$ cat config.mk
export PLATFORM = sky130hd
export DESIGN_NAME = motor_driver_fault_manager
export DESIGN_NICKNAME = d
export VERILOG_FILES = /design/src/verilog/fault_mgr_pkg.sv /design/src/verilog/sync2.sv /design/src/verilog/deglitch.sv /design/src/verilog/motor_driver_fault_manager.sv
export SDC_FILE = /design/constraint.sdc
export NUM_CORES = 1
export LEC_CHECK = 0
export BUFFER_PORTS_ARGS = -buffer_cell sky130_fd_sc_hd__buf_2
export CORE_ASPECT_RATIO = 2
export CORE_MARGIN = 4
export CORE_UTILIZATION = 50
export CTS_BUF_LIST = sky130_fd_sc_hd__clkbuf_4 sky130_fd_sc_hd__clkbuf_8 sky130_fd_sc_hd__clkbuf_16
export DETAILED_ROUTE_END_ITERATION = 10
export GPL_TIMING_DRIVEN = 0
export PLACE_DENSITY_LB_ADDON = 0.12
export SYNTH_ARGS = -nofsm -noshare
export SYNTH_HDL_FRONTEND = slang
export SYNTH_SLANG_ARGS = --single-unit
export TNS_END_PERCENT = 10
$ cat constraint.sdc
create_clock -name i_clk_sys -period 2.8 [get_ports i_clk_sys]
set_input_delay 0.56 -clock i_clk_sys [delete_from_list [all_inputs] [get_ports i_clk_sys]]
set_output_delay 0.56 -clock i_clk_sys [all_outputs]
set_load 0.02 [all_outputs]
$ cat src/verilog/fault_mgr_pkg.sv
// constants and types shared by the fault manager files
package fault_mgr_pkg;
	localparam int          CLK_HZ             = 50_000_000;
	localparam int          OC_DEGLITCH_NS     = 600;
	localparam int          OC_DEGLITCH_CYC    = (OC_DEGLITCH_NS * (CLK_HZ / 1_000_000) + 999) / 1000;
	localparam int          RETRY_US           = 5000;
	localparam int          RETRY_CYC          = RETRY_US * (CLK_HZ / 1_000_000);
	localparam int          BUCK_RETRY_US      = 5000;
	localparam int          BUCK_RETRY_CYC     = BUCK_RETRY_US * (CLK_HZ / 1_000_000);
	localparam int          SLEEP_US           = 100;
	localparam int          SLEEP_CYC          = SLEEP_US * (CLK_HZ / 1_000_000);
	localparam int          WAKE_US            = 100;
	localparam int          WAKE_CYC           = WAKE_US * (CLK_HZ / 1_000_000);
	localparam int          RST_PULSE_US       = 40;
	localparam int          RST_PULSE_CYC      = RST_PULSE_US * (CLK_HZ / 1_000_000);
	localparam int          OV_THRESH_LOW_V    = 22;
	localparam int          OV_THRESH_HIGH_V   = 34;
	localparam logic [1:0]  OC_MODE_LATCH      = 2'h0;
	localparam logic [1:0]  OC_MODE_RETRY      = 2'h1;
	localparam logic [1:0]  OC_MODE_REPORT     = 2'h2;
	localparam logic [1:0]  OC_MODE_OFF        = 2'h3;
	localparam logic [1:0]  OC_DEG_RESET       = 2'h0;
	localparam int          CNT_W              = 24;
	typedef enum logic [2:0] {ST_SLEEP, ST_WAKE, ST_RUN, ST_LOW, ST_ENTER} pwr_state_t;
endpackage

$ cat src/verilog/sync2.sv
// two flip-flop synchroniser for one asynchronous level
`timescale 1ns/100ps
module sync2 (
	input  wire logic i_clk_sys,
	input  wire logic i_rst_b,
	input  wire logic i_ce,
	input  wire logic i_async,
	output logic      o_sync
);
	logic meta_q;
	// first stage feeds only the second
	always_ff @(posedge i_clk_sys or negedge i_rst_b) begin
		if (!i_rst_b) begin
			meta_q <= 1'b0;
			o_sync <= 1'b0;
		end else if (i_ce) begin
			meta_q <= i_async;
			o_sync <= meta_q;
		end
	end
endmodule

$ cat src/verilog/deglitch.sv
// qualifies a level only after it has held for a cycle count
`timescale 1ns/100ps
module deglitch
	import fault_mgr_pkg::*;
(
	input  wire logic             i_clk_sys,
	input  wire logic             i_rst_b,
	input  wire logic             i_ce,
	input  wire logic             i_level,
	input  wire logic [CNT_W-1:0] i_hold_cyc,
	output logic                  o_event
);
	logic [CNT_W-1:0] cnt_q;
	// counter restarts whenever the raw level drops
	always_ff @(posedge i_clk_sys or negedge i_rst_b) begin
		if (!i_rst_b) begin
			cnt_q   <= '0;
			o_event <= 1'b0;
		end else if (i_ce) begin
			if (!i_level) begin
				cnt_q   <= '0;
				o_event <= 1'b0;
			end else if (cnt_q >= i_hold_cyc) begin
				o_event <= 1'b1;
			end else begin
				cnt_q <= cnt_q + 1'b1;
			end
		end
	end
endmodule

$ cat src/verilog/motor_driver_fault_manager.sv
// fault supervision and sleep control for a three-phase driver
//
// Local design decisions: strobed register access and the address map.
`timescale 1ns/100ps
module motor_driver_fault_manager
	import fault_mgr_pkg::*;
#(
	parameter int RETRY_CYCLES      = RETRY_CYC,
	parameter int BUCK_RETRY_CYCLES = BUCK_RETRY_CYC,
	parameter int SLEEP_CYCLES      = SLEEP_CYC,
	parameter int WAKE_CYCLES       = WAKE_CYC,
	parameter int RST_PULSE_CYCLES  = RST_PULSE_CYC
) (
	input  wire logic        i_clk_sys,
	input  wire logic        i_rst_b,
	input  wire logic        i_ce,
	input  wire logic        i_pin_variant,
	input  wire logic        i_sleep_n,
	input  wire logic        i_driver_disable_pin,
	input  wire logic        i_pump_uv,
	input  wire logic        i_vm_above_22,
	input  wire logic        i_vm_above_34,
	input  wire logic [5:0]  i_fet_oc,
	input  wire logic        i_buck_oc,
	input  wire logic        i_temp_warn,
	input  wire logic        i_temp_warn_hys,
	input  wire logic        i_tsd_fet,
	input  wire logic        i_tsd_die,
	input  wire logic [4:0]  i_reg_addr,
	input  wire logic [7:0]  i_reg_wdata,
	input  wire logic        i_reg_wr,
	input  wire logic        i_reg_rd,
	output logic      [7:0]  o_reg_rdata,
	output logic             o_fault_out_n,
	output logic             o_bridge_enable,
	output logic             o_buck_enable,
	output logic             o_pump_enable,
	output logic             o_regulators_enable,
	output logic             o_ready
);
	// register map of this block
	localparam logic [4:0] ADDR_STATUS  = 5'h00;
	localparam logic [4:0] ADDR_FET_OC  = 5'h01;
	localparam logic [4:0] ADDR_STAT2   = 5'h02;
	localparam logic [4:0] ADDR_CTRL    = 5'h03;
	localparam logic [4:0] ADDR_OCCFG   = 5'h04;
	localparam logic [4:0] ADDR_CLEAR   = 5'h05;
	localparam logic [7:0] CTRL_RESET   = 8'h00;
	localparam logic [7:0] OCCFG_RESET  = 8'h00;

	// synchronised pins and monitors
	logic sleep_s, driver_disable_pin_s, pump_undervolt_protection_s, ov22_s, ov34_s, buck_oc_s;
	logic warn_s, warn_hys_s, tsdf_s, tsdd_s;
	logic [5:0] fet_oc_s;
	logic [5:0] fet_oc_ev;
	logic       buck_oc_ev;

	sync2 u_s_sleep (.i_clk_sys(i_clk_sys), .i_rst_b(i_rst_b), .i_ce(i_ce),
		.i_async(i_sleep_n), .o_sync(sleep_s));
	sync2 u_s_driver_disable_pin (.i_clk_sys(i_clk_sys), .i_rst_b(i_rst_b), .i_ce(i_ce),
		.i_async(i_driver_disable_pin), .o_sync(driver_disable_pin_s));
	sync2 u_s_pump_undervolt_protection (.i_clk_sys(i_clk_sys), .i_rst_b(i_rst_b), .i_ce(i_ce),
		.i_async(i_pump_uv), .o_sync(pump_undervolt_protection_s));
	sync2 u_s_ov22 (.i_clk_sys(i_clk_sys), .i_rst_b(i_rst_b), .i_ce(i_ce),
		.i_async(i_vm_above_22), .o_sync(ov22_s));
	sync2 u_s_ov34 (.i_clk_sys(i_clk_sys), .i_rst_b(i_rst_b), .i_ce(i_ce),
		.i_async(i_vm_above_34), .o_sync(ov34_s));
	sync2 u_s_boc (.i_clk_sys(i_clk_sys), .i_rst_b(i_rst_b), .i_ce(i_ce),
		.i_async(i_buck_oc), .o_sync(buck_oc_s));
	sync2 u_s_warn (.i_clk_sys(i_clk_sys), .i_rst_b(i_rst_b), .i_ce(i_ce),
		.i_async(i_temp_warn), .o_sync(warn_s));
	sync2 u_s_hys (.i_clk_sys(i_clk_sys), .i_rst_b(i_rst_b), .i_ce(i_ce),
		.i_async(i_temp_warn_hys), .o_sync(warn_hys_s));
	sync2 u_s_tsdf (.i_clk_sys(i_clk_sys), .i_rst_b(i_rst_b), .i_ce(i_ce),
		.i_async(i_tsd_fet), .o_sync(tsdf_s));
	sync2 u_s_tsdd (.i_clk_sys(i_clk_sys), .i_rst_b(i_rst_b), .i_ce(i_ce),
		.i_async(i_tsd_die), .o_sync(tsdd_s));

	// software settings
	logic [7:0] ctrl_q;
	logic [7:0] occfg_q;
	logic       ov_en, ov_sel, warn_rep;
	logic [1:0] oc_mode;
	logic [1:0] oc_deg_sel;
	logic [CNT_W-1:0] oc_hold;

	// pin variant forces fixed overvoltage and latched overcurrent
	assign ov_en      = i_pin_variant | ctrl_q[0];
	assign ov_sel     = i_pin_variant | ctrl_q[1];
	assign warn_rep   = ~i_pin_variant & ctrl_q[2];
	assign oc_mode    = i_pin_variant ? OC_MODE_LATCH : occfg_q[1:0];
	assign oc_deg_sel = i_pin_variant ? OC_DEG_RESET : occfg_q[3:2];

	// deglitch choices scale the fixed figure by 1,2,4,8
	function automatic logic [CNT_W-1:0] deg_cycles(input logic [1:0] sel);
		deg_cycles = CNT_W'(OC_DEGLITCH_CYC) << sel;
	endfunction
	assign oc_hold = deg_cycles(oc_deg_sel);

	genvar g;
	generate
		for (g = 0; g < 6; g++) begin : g_fet
			deglitch u_dg (.i_clk_sys(i_clk_sys), .i_rst_b(i_rst_b), .i_ce(i_ce),
				.i_level(fet_oc_s[g]), .i_hold_cyc(oc_hold), .o_event(fet_oc_ev[g]));
			sync2 u_s (.i_clk_sys(i_clk_sys), .i_rst_b(i_rst_b), .i_ce(i_ce),
				.i_async(i_fet_oc[g]), .o_sync(fet_oc_s[g]));
		end
	endgenerate
	deglitch u_dg_buck (.i_clk_sys(i_clk_sys), .i_rst_b(i_rst_b), .i_ce(i_ce),
		.i_level(buck_oc_s), .i_hold_cyc(oc_hold), .o_event(buck_oc_ev));

	// power state, sleep pulse timing
	pwr_state_t       st_q;
	logic [CNT_W-1:0] pcnt_q;
	logic             pulse_clear;
	logic             operating;
	assign operating = (st_q == ST_RUN) || (st_q == ST_LOW);

	// low shorter than the pulse window only clears faults
	always_ff @(posedge i_clk_sys or negedge i_rst_b) begin
		if (!i_rst_b) begin
			st_q        <= ST_SLEEP;
			pcnt_q      <= '0;
			pulse_clear <= 1'b0;
		end else if (i_ce) begin
			pulse_clear <= 1'b0;
			case (st_q)
				ST_SLEEP: begin
					pcnt_q <= '0;
					if (sleep_s) st_q <= ST_WAKE;
				end
				ST_WAKE: begin
					if (!sleep_s) begin
						st_q   <= ST_ENTER;
						pcnt_q <= '0;
					end else if (pcnt_q >= CNT_W'(WAKE_CYCLES - 1)) begin
						st_q   <= ST_RUN;
						pcnt_q <= '0;
					end else begin
						pcnt_q <= pcnt_q + 1'b1;
					end
				end
				ST_RUN: begin
					pcnt_q <= '0;
					if (!sleep_s) st_q <= ST_LOW;
				end
				ST_LOW: begin
					if (sleep_s) begin
						pulse_clear <= 1'b1;
						st_q        <= ST_RUN;
					end else if (pcnt_q >= CNT_W'(RST_PULSE_CYCLES - 1)) begin
						st_q   <= ST_ENTER;
						pcnt_q <= '0;
					end else begin
						pcnt_q <= pcnt_q + 1'b1;
					end
				end
				ST_ENTER: begin
					if (pcnt_q >= CNT_W'(SLEEP_CYCLES - 1)) begin
						st_q   <= ST_SLEEP;
						pcnt_q <= '0;
					end else begin
						pcnt_q <= pcnt_q + 1'b1;
					end
				end
				default: st_q <= ST_SLEEP;
			endcase
		end
	end

	// clear request: software bit or short sleep pulse
	logic sw_clear, clear_any, in_sleep;
	assign sw_clear  = i_reg_wr && (i_reg_addr == ADDR_CLEAR) && i_reg_wdata[0] && !i_pin_variant;
	assign clear_any = sw_clear | pulse_clear;
	assign in_sleep  = (st_q == ST_SLEEP);

	// FET overcurrent faults are masked while the disable pin is high
	logic [5:0] fet_oc_live;
	logic       oc_live, ov_live;
	assign fet_oc_live = (driver_disable_pin_s || oc_mode == OC_MODE_OFF) ? 6'h00 : fet_oc_ev;
	assign oc_live     = |fet_oc_live;
	assign ov_live     = ov_en && (ov_sel ? ov34_s : ov22_s);

	// sticky flags; a new event wins over a clear in the same cycle
	logic       pump_undervolt_flag_q, overvolt_flag_q, overcurrent_flag_q;
	logic [5:0] fet_oc_flag_q;
	logic       buck_fault_flag_q, buck_overcurrent_flag_q;
	logic       overtemp_flag_q, thermal_warn_flag_q, thermal_shutdown_flag_q;
	logic       oc_block_q, oc_report_q;

	always_ff @(posedge i_clk_sys or negedge i_rst_b) begin
		if (!i_rst_b) begin
			pump_undervolt_flag_q   <= 1'b0;
			overvolt_flag_q         <= 1'b0;
			thermal_shutdown_flag_q <= 1'b0;
			thermal_warn_flag_q     <= 1'b0;
		end else if (i_ce) begin
			if (in_sleep) begin
				pump_undervolt_flag_q   <= 1'b0;
				overvolt_flag_q         <= 1'b0;
				thermal_shutdown_flag_q <= 1'b0;
				thermal_warn_flag_q     <= 1'b0;
			end else begin
				pump_undervolt_flag_q <= pump_undervolt_protection_s | (pump_undervolt_flag_q & ~clear_any);
				overvolt_flag_q       <= ov_live | (overvolt_flag_q & ~clear_any);
				thermal_shutdown_flag_q <= tsdf_s | tsdd_s
					| (thermal_shutdown_flag_q & ~clear_any);
				// warning needs clear and a cool die to drop
				thermal_warn_flag_q <= warn_s | (thermal_warn_flag_q & ~clear_any);
			end
		end
	end

	// overcurrent response per mode, retry timer shared by mode 01
	logic [CNT_W-1:0] retry_q;
	always_ff @(posedge i_clk_sys or negedge i_rst_b) begin
		if (!i_rst_b) begin
			overcurrent_flag_q <= 1'b0;
			fet_oc_flag_q      <= 6'h00;
			oc_block_q         <= 1'b0;
			oc_report_q        <= 1'b0;
			retry_q            <= '0;
		end else if (i_ce) begin
			if (in_sleep) begin
				overcurrent_flag_q <= 1'b0;
				fet_oc_flag_q      <= 6'h00;
				oc_block_q         <= 1'b0;
				oc_report_q        <= 1'b0;
				retry_q            <= '0;
			end else begin
				overcurrent_flag_q <= oc_live | (overcurrent_flag_q & ~clear_any);
				fet_oc_flag_q      <= fet_oc_live | (fet_oc_flag_q & {6{~clear_any}});
				case (oc_mode)
					OC_MODE_LATCH: begin
						// bridge stays off until the current is gone and cleared
						if (oc_live) begin
							oc_block_q  <= 1'b1;
							oc_report_q <= 1'b1;
						end else if (clear_any) begin
							oc_block_q  <= 1'b0;
							oc_report_q <= 1'b0;
						end
					end
					OC_MODE_RETRY: begin
						if (oc_live && !oc_block_q) begin
							oc_block_q  <= 1'b1;
							oc_report_q <= 1'b1;
							retry_q     <= '0;
						end else if (oc_block_q) begin
							if (retry_q >= CNT_W'(RETRY_CYCLES - 1)) begin
								oc_block_q  <= 1'b0;
								oc_report_q <= 1'b0;
							end else begin
								retry_q <= retry_q + 1'b1;
							end
						end
					end
					OC_MODE_REPORT: begin
						oc_block_q <= 1'b0;
						if (oc_live) oc_report_q <= 1'b1;
						else if (clear_any) oc_report_q <= 1'b0;
					end
					default: begin
						oc_block_q  <= 1'b0;
						oc_report_q <= 1'b0;
					end
				endcase
			end
		end
	end

	// buck retry: flags and fault end when the retry period runs out
	logic [CNT_W-1:0] bk_retry_q;
	always_ff @(posedge i_clk_sys or negedge i_rst_b) begin
		if (!i_rst_b) begin
			buck_fault_flag_q       <= 1'b0;
			buck_overcurrent_flag_q <= 1'b0;
			bk_retry_q              <= '0;
		end else if (i_ce) begin
			if (in_sleep) begin
				buck_fault_flag_q       <= 1'b0;
				buck_overcurrent_flag_q <= 1'b0;
				bk_retry_q              <= '0;
			end else if (!buck_overcurrent_flag_q) begin
				if (buck_oc_ev) begin
					buck_fault_flag_q       <= 1'b1;
					buck_overcurrent_flag_q <= 1'b1;
					bk_retry_q              <= '0;
				end
			end else if (bk_retry_q >= CNT_W'(BUCK_RETRY_CYCLES - 1)) begin
				buck_fault_flag_q       <= 1'b0;
				buck_overcurrent_flag_q <= 1'b0;
			end else begin
				bk_retry_q <= bk_retry_q + 1'b1;
			end
		end
	end

	// warning reporting on the fault pin follows hysteresis
	logic warn_rep_q;
	always_ff @(posedge i_clk_sys or negedge i_rst_b) begin
		if (!i_rst_b) begin
			warn_rep_q <= 1'b0;
		end else if (i_ce) begin
			if (!warn_rep || in_sleep) warn_rep_q <= 1'b0;
			else if (warn_s) warn_rep_q <= 1'b1;
			else if (!warn_hys_s) warn_rep_q <= 1'b0;
		end
	end

	// aggregate flags and outputs; outputs and overtemp flag registered, global fault combinational
	logic overtemp_now, global_fault, fault_req;
	assign overtemp_now = thermal_warn_flag_q | thermal_shutdown_flag_q;
	assign global_fault = pump_undervolt_flag_q | overvolt_flag_q | overcurrent_flag_q
		| buck_fault_flag_q | thermal_shutdown_flag_q;
	assign fault_req = pump_undervolt_protection_s | ov_live | oc_report_q | buck_overcurrent_flag_q
		| tsdf_s | tsdd_s | warn_rep_q;

	always_ff @(posedge i_clk_sys or negedge i_rst_b) begin
		if (!i_rst_b) begin
			o_fault_out_n       <= 1'b0;
			o_bridge_enable     <= 1'b0;
			o_buck_enable       <= 1'b0;
			o_pump_enable       <= 1'b0;
			o_regulators_enable <= 1'b0;
			o_ready             <= 1'b0;
			overtemp_flag_q     <= 1'b0;
		end else if (i_ce) begin
			overtemp_flag_q <= overtemp_now;
			// held low while regulators ramp, bounded by wake and entry time
			o_fault_out_n <= operating && !fault_req;
			o_bridge_enable <= operating && !driver_disable_pin_s && !pump_undervolt_protection_s && !ov_live && !oc_block_q
				&& !tsdf_s && !tsdd_s;
			o_pump_enable <= !in_sleep && st_q != ST_ENTER && !tsdf_s && !tsdd_s;
			o_buck_enable <= !in_sleep && st_q != ST_ENTER && !tsdd_s
				&& !buck_overcurrent_flag_q;
			o_regulators_enable <= !in_sleep;
			o_ready <= operating;
		end
	end

	// configuration registers, lost in sleep
	always_ff @(posedge i_clk_sys or negedge i_rst_b) begin
		if (!i_rst_b) begin
			ctrl_q  <= CTRL_RESET;
			occfg_q <= OCCFG_RESET;
		end else if (i_ce) begin
			if (in_sleep) begin
				ctrl_q  <= CTRL_RESET;
				occfg_q <= OCCFG_RESET;
			end else if (i_reg_wr && operating) begin
				if (i_reg_addr == ADDR_CTRL) ctrl_q <= {5'h00, i_reg_wdata[2:0]};
				if (i_reg_addr == ADDR_OCCFG) occfg_q <= {4'h0, i_reg_wdata[3:0]};
			end
		end
	end

	// read data valid the cycle after the strobe; unmapped reads zero
	always_ff @(posedge i_clk_sys or negedge i_rst_b) begin
		if (!i_rst_b) begin
			o_reg_rdata <= 8'h00;
		end else if (i_ce) begin
			o_reg_rdata <= 8'h00;
			if (i_reg_rd && operating) begin
				case (i_reg_addr)
					ADDR_STATUS: o_reg_rdata <= {1'b0, buck_fault_flag_q, 1'b0, overcurrent_flag_q,
						1'b1, overvolt_flag_q, overtemp_flag_q, global_fault};
					ADDR_FET_OC: o_reg_rdata <= {2'h0, fet_oc_flag_q};
					ADDR_STAT2:  o_reg_rdata <= {3'h0, buck_overcurrent_flag_q,
						thermal_shutdown_flag_q, thermal_warn_flag_q, pump_undervolt_flag_q, 1'b0};
					ADDR_CTRL:   o_reg_rdata <= ctrl_q;
					ADDR_OCCFG:  o_reg_rdata <= occfg_q;
					default:     o_reg_rdata <= 8'h00;
				endcase
			end
		end
	end
endmodule

Word level (Yosys, flattened, before mapping)
Index checks and enable logic that the tools add are counted.
{ "classes": {"n_shift": 1, "bitwise": 30, "order_cmp": 11, "n_reduce_logical": 70, "muxes": 93, "add_sub_neg": 10, "n_eq_ne": 41} }
{ "op_table": {"columns": ["operator", "count"], "rows": [
  ["24-bit 2-to-1 mux", 27],
  ["24-bit by 1-bit adder with 24-bit output (second input constant)", 10],
  ["24-bit greater-or-equal comparator", 7],
  ["24-bit one-hot mux with 4 select lines", 1],
  ["8-bit 2-to-1 mux", 7],
  ["24-bit by 18-bit greater-or-equal comparator with 1-bit output (second input constant)", 2],
  ["1-bit 2-to-1 mux", 43],
  ["8-bit one-hot mux with 5 select lines", 1],
  ["2-bit inequality test (second input constant)", 16],
  ["2-bit AND reduction", 16],
  ["24-bit by 11-bit greater-or-equal comparator with 1-bit output (second input constant)", 1],
  ["24-bit by 13-bit greater-or-equal comparator with 1-bit output (second input constant)", 1],
  ["5-bit by 2-bit left shift with 24-bit output (first input constant)", 1],
  ["3-bit 2-to-1 mux", 7],
  ["1-bit bitwise OR", 20],
  ["1-bit logical AND", 19],
  ["3-bit inequality test (second input constant)", 5],
  ["3-bit one-hot mux with 5 select lines", 1],
  ["3-bit AND reduction", 5],
  ["6-bit 2-to-1 mux", 2],
  ["4-bit inequality test (second input constant)", 3],
  ["1-bit zero test", 11],
  ["5-bit by 2-bit equality test with 1-bit output (second input constant)", 2],
  ["5-bit by 3-bit equality test with 1-bit output (second input constant)", 2],
  ["27 further kinds", 46]
]} }
{ "word_totals": {"out_inout_bits": 14, "in_bits": 35, "regBits": 330, "wordCells": 328} }

Longest topological paths before layout
{ "logic_depth": {"depth_word": 11, "depth_mapped": 12, "depth_no_buf": 10} }

Hierarchy
Synthesis repeated with hierarchy kept, for this count alone.
{ "unflattened": {"hier_cells": 2558, "hier_area_um2": 21949.8} }
{ "by_module_without_submodules": {"columns": ["module", "n_inst", "seq_area_each_um2", "area_per_inst_um2", "cells_each"], "rows": [
  ["deglitch", 7, 625.6, 2112.0, 265],
  ["motor_driver_fault_manager", 1, 2827.7, 6004.5, 639],
  ["sync2", 16, 50.0, 72.6, 4]
]} }

Least setup slack after synthesis
No wires, ideal clock.
{ "synth_timing": {"kind": "input to register", "from": "input i_pin_variant", "to": "register g_fet[1].u_dg.cnt_q[5]", "setup_ps": 69, "n_path_buf": 1, "path_stages": 10, "t_required_ps": 2731, "arrival_ps": 3151, "slack_ps": -420, "cell_sequence": "buf_2 -> nor2b_1 -> nand2_1 -> inv_1 -> ha_1 -> a21o_1 -> o21ai_1 -> nand2_1 -> or4_1 -> nand3_1"} }
{ "synth_between": {"elab_chain_len": 5} }
{ "synth_rtl": {"columns": ["item", "line", "source"], "rows": [
  ["start: declaration", "motor_driver_fault_manager.sv:17", "input wire logic i_pin_variant,"],
  ["2-bit 2-to-1 mux", "motor_driver_fault_manager.sv:92", "assign oc_deg_sel = i_pin_variant ? OC_DEG_RESET : occfg_q[3:2];"],
  ["5-bit by 2-bit left shift with 24-bit output", "motor_driver_fault_manager.sv:96", "deg_cycles = CNT_W'(OC_DEGLITCH_CYC) << sel;"],
  ["24-bit greater-or-equal comparator", "deglitch.sv:23", "end else if (cnt_q >= i_hold_cyc) begin"],
  ["2-bit inequality test (no line)", null, null],
  ["2-bit AND reduction (no line)", null, null],
  ["end signal: assignment", "deglitch.sv:26", "cnt_q <= cnt_q + 1'b1;"],
  ["end: declaration", "deglitch.sv:13", "logic [CNT_W-1:0] cnt_q;"]
]} }
No other way between the ends.
A chain may end at the register's enable or synchronous reset.

Worst setup path after layout
{ "layout_timing": {"from": "input i_ce", "to": "register o_ready"} }
{ "layout_rtl": {"columns": ["item", "line", "source"], "rows": [
  ["start: declaration", "motor_driver_fault_manager.sv:16", "input wire logic i_ce,"],
  ["end signal: assignment", "motor_driver_fault_manager.sv:338", "o_ready <= operating;"],
  ["end: declaration", "motor_driver_fault_manager.sv:39", "output logic o_ready"]
]} }
No word-level cell between the ends.

==> impl_metrics.csv <==
group,metric,value,unit
timing,worst_slew_margin_rel,26.1,%
placement,dp_hpwl,26.6,mm
route,dr.pass1.iters,5,
status,status,"complete, but fails checks",
critical_path,end_kind,"flop",
power_and_ir_drop,power_leakage,8.15,nW
power_and_ir_drop,ir_drop,543,uV
route,ant_nets,0,
critical_path,reg2reg_depth,11,
timing,layout_setup_ws,0.00539,ns
placement,portBuffers,41,
timing,fmax,358,MHz
cells_and_area,drive_gt1_share,12.7,%
cells_and_area,postLayoutCoreUtil,57.7,%
status,violations,"negative hold slack",
synth,syn_area,0.0152,mm^2
cells_and_area,syn_to_final_growth,14.2,%
grt,grt_max_degree,117,
synth,syn_area_per_cell,10.3,um^2
timing,rsz0062_at_grt,"yes",
route,vias_per_cell,5.98,
synth,synth-edff-count,0,
cts,cts_tree,"built",
timing,fin_crit,2.79,ns
grt,grt_first_pass_wirelength,62.1,mm
cells_and_area,fin_nets,1647,
cells_and_area,layout_common_cells,"320 x dfrtp_1, 131 x and2_1, 121 x nand2_1",
cells_and_area,final_common_cell,"dfrtp_1",
route,routed_wl,37.6,mm
timing,setup_tns,0,ns
hold_path,hp-class,"primary input to async pin",
placement,gp_congestion,0.939,
grt,grt_remaining_overflow,0,
synth,yosys_warnings,0,
die,core.rowCount,90,
placement,dp_slack,-1.60,ns
cts,clk_path_buf_depth,3,
critical_path,worstSetupPathType,"primary input to flop",
placement,placed_area,0.0160,mm^2
cts,numCtsBuffers,30,
route,via_count,11679,
route,drc,0,
synth,async_reset_ff_share,100,%
cts,cts_root_buffer,"clkbuf_16",
critical_path,rr_endpoint,"g_fet[1].u_dg.cnt_q[8]",
power_and_ir_drop,powerDensity,705,mW/mm^2
timing,hold_viol,11,
cts,clock_latency,0.58,ns
flow_run,maxCapViolations,0,
critical_path,critPathMaxFanout,10,
die,io-pin-count,49,
cts,htreeDepth,1,
die,fp.dieH,255,um
timing,maxSlewViolCount,0,
synth,synthFlopType,"dfrtp_1",
cells_and_area,fillers,2558,
timing,fin_crit_sh,99.8,%
grt,grt_antenna_before_repair,2,
critical_path,worst-r2r-setup-slack,0.17,ns
cts,clk_pin_slew,0.07,ns
critical_path,rr_startpoint,"occfg_q[3]",
critical_path,start_kind,"primary input",
die,dieArea,0.0334,mm^2
cells_and_area,design_area,0.0174,mm^2
route,drt_iter0_drc,851,
synth,syn-instance-count,1472,
grt,grt_pass1_vias,11845,
timing,worst_pin_slew,1.10,ns
timing,finClkSkew,0.0104,ns
grt,grt_use_total,22.7,%
timing,finalSetupViolCount,0,
synth,synth_nets,1559,
critical_path,required,3.23,ns
critical_path,cp.arrival,3.22,ns
cts,cts.sinks,320,
timing,hold_slack,-0.0247,ns
route,wire_per_inst,19.3,um
die,initial_core_util,50.6,%
synth,synth-seq-cells,320,
synth,ys_seq_area_share,52.7,%
die,coreArea,0.0301,mm^2
die,die_w,131,um
synth,post_synth_num_cell_types,74,
-- cell type report --
class	count	area, um^2	share of cell area, %
clock buffers	36	838	4.83
diodes	1	2.50	0.0144
inverters	40	156	0.901
repair buffers	57	388	2.23
multi-input cells	1059	6940	40.0
well taps	368	460	2.65
plain buffers	52	234	1.35
flip-flops and latches	320	8010	46.1
clock inverters	20	334	1.92
-- sequential cells by signal, summed over array words and instances (netlist names), 6 cells and up --
signal and cells:
bk_retry_q 24, fet_oc_flag_q 6, g_fet.u_dg.cnt_q 144, g_fet.u_dg.o_event 6, g_fet.u_s.meta_q 6, g_fet.u_s.o_sync 6, o_reg_rdata 7, pcnt_q 24
retry_q 24, u_dg_buck.cnt_q 24
-- metal layers --
| metal | vias to the layer above | global-route usage (%) | part of all wire [%] |
|---|---|---|---|
| met3 | 90 | 2.49 | 3.2 |
| li1 | 5516 | - | - |
| met5 | - | 0 | 0.021 |
| met4 | 2 | 8.95 | 3.6 |
| met2 | 262 | 42.4 | 53 |
| met1 | 5809 | 26.7 | 40 |
-- worst max-delay path, stage by stage --
cell and delay, ns:
clkdlybuf4s15_1 0.54, clkbuf_2 0.48, buf_2 0.41, clkbuf_2 0.42
clkbuf_1 0.59, o21ai_0 0.20
-- cell families after synthesis --
kind of cell               share of synthesized area, %
other                                            0.0247
DFF                                                52.7
buffers and inverters                              2.46
adders and majority gates                          4.28
muxes                                              3.54
AOI/OAI and AO/OA                                  12.5
xor gates and xnor gates                           1.61
and+or+nand+nor                                    22.9
-- metrics by stage --
stage | hold slack [ns] | total power [mW] | cells
floorplan | 0.264 | 6.61 | 1472
global placement | 0.465 | 7.31 | 1881
detailed placement | 0.471 | 7.38 | 1883
CTS | 0.0108 | 12.3 | 1950
global route | 0.0308 | 12.8 | 1952
finish | -0.0247 | 12.2 | 1953
-- where the power goes --
part           internal, mW  switching, mW
Sequential             4.94          0.421
Clock                  2.96           1.86
Combinational         0.765           1.29
Total                  8.66           3.57
-- synth_stat cells (all sizes together), types with 3 or more instances --
cell     instances  area share [%]
a211o            5            0.29
a211oi          10            0.49
a21o            17            0.84
a21oi           55             1.8
a222oi           4            0.26
a22o            18             1.0
a311oi           3            0.21
a31oi           12            0.49
and2           132             5.4
and3            16            0.66
and4            13            0.75
buf             13            0.44
clkbuf          39            0.96
dfrtp          320              53
ha              52             4.3
inv             40            0.99
mux2            38             2.8
mux2i           11            0.72
nand2          124             3.1
nand2b          21            0.86
nand3           82             2.7
nand4           38             1.6
nor2            92             2.3
nor2b            8            0.33
nor3            23            0.76
nor3b            4            0.20
nor4            43             1.9
o211ai          15            0.74
o21a            14            0.69
o21ai           64             2.1
o22ai            4            0.16
o2bb2ai         10            0.58
o311ai           3            0.17
o31a             4            0.23
o31ai           15            0.77
o41ai            6            0.35
or2              5            0.21
or3             27             1.1
or4             15            0.77
xnor2           11            0.63
xor2            17            0.98
-- worst max-delay path by stage --
stage | slack (ns) | start | to
2_1_floorplan | 0.002 | i_pin_variant | g_fet[3].u_dg.cnt_q[7]
3_3_place_gp | -4.94 | i_rst_b | retry_q[18]
3_5_place_dp | -1.60 | i_ce | warn_rep_q
4_1_cts | -0.04 | occfg_q[3] | u_dg_buck.cnt_q[6]
5_1_grt | -0.05 | i_ce | g_fet[3].u_dg.o_event
6_report | 0.005 | i_ce | o_ready
-- repair_timing --
| action | in CTS | in global routing |
|---|---|---|
| pin swaps | 2 | 1 |
| endpoints found under the hold margin | 0 | 0 |
| cloned | 0 | 0 |
| setup endpoints to repair | 166 | 59 |
| setup buffers | 12 | 2 |
| gates resized for setup | 25 | 20 |
| hold buffers | 0 | 0 |
Note: power is estimated with default switching activity, not from simulation.
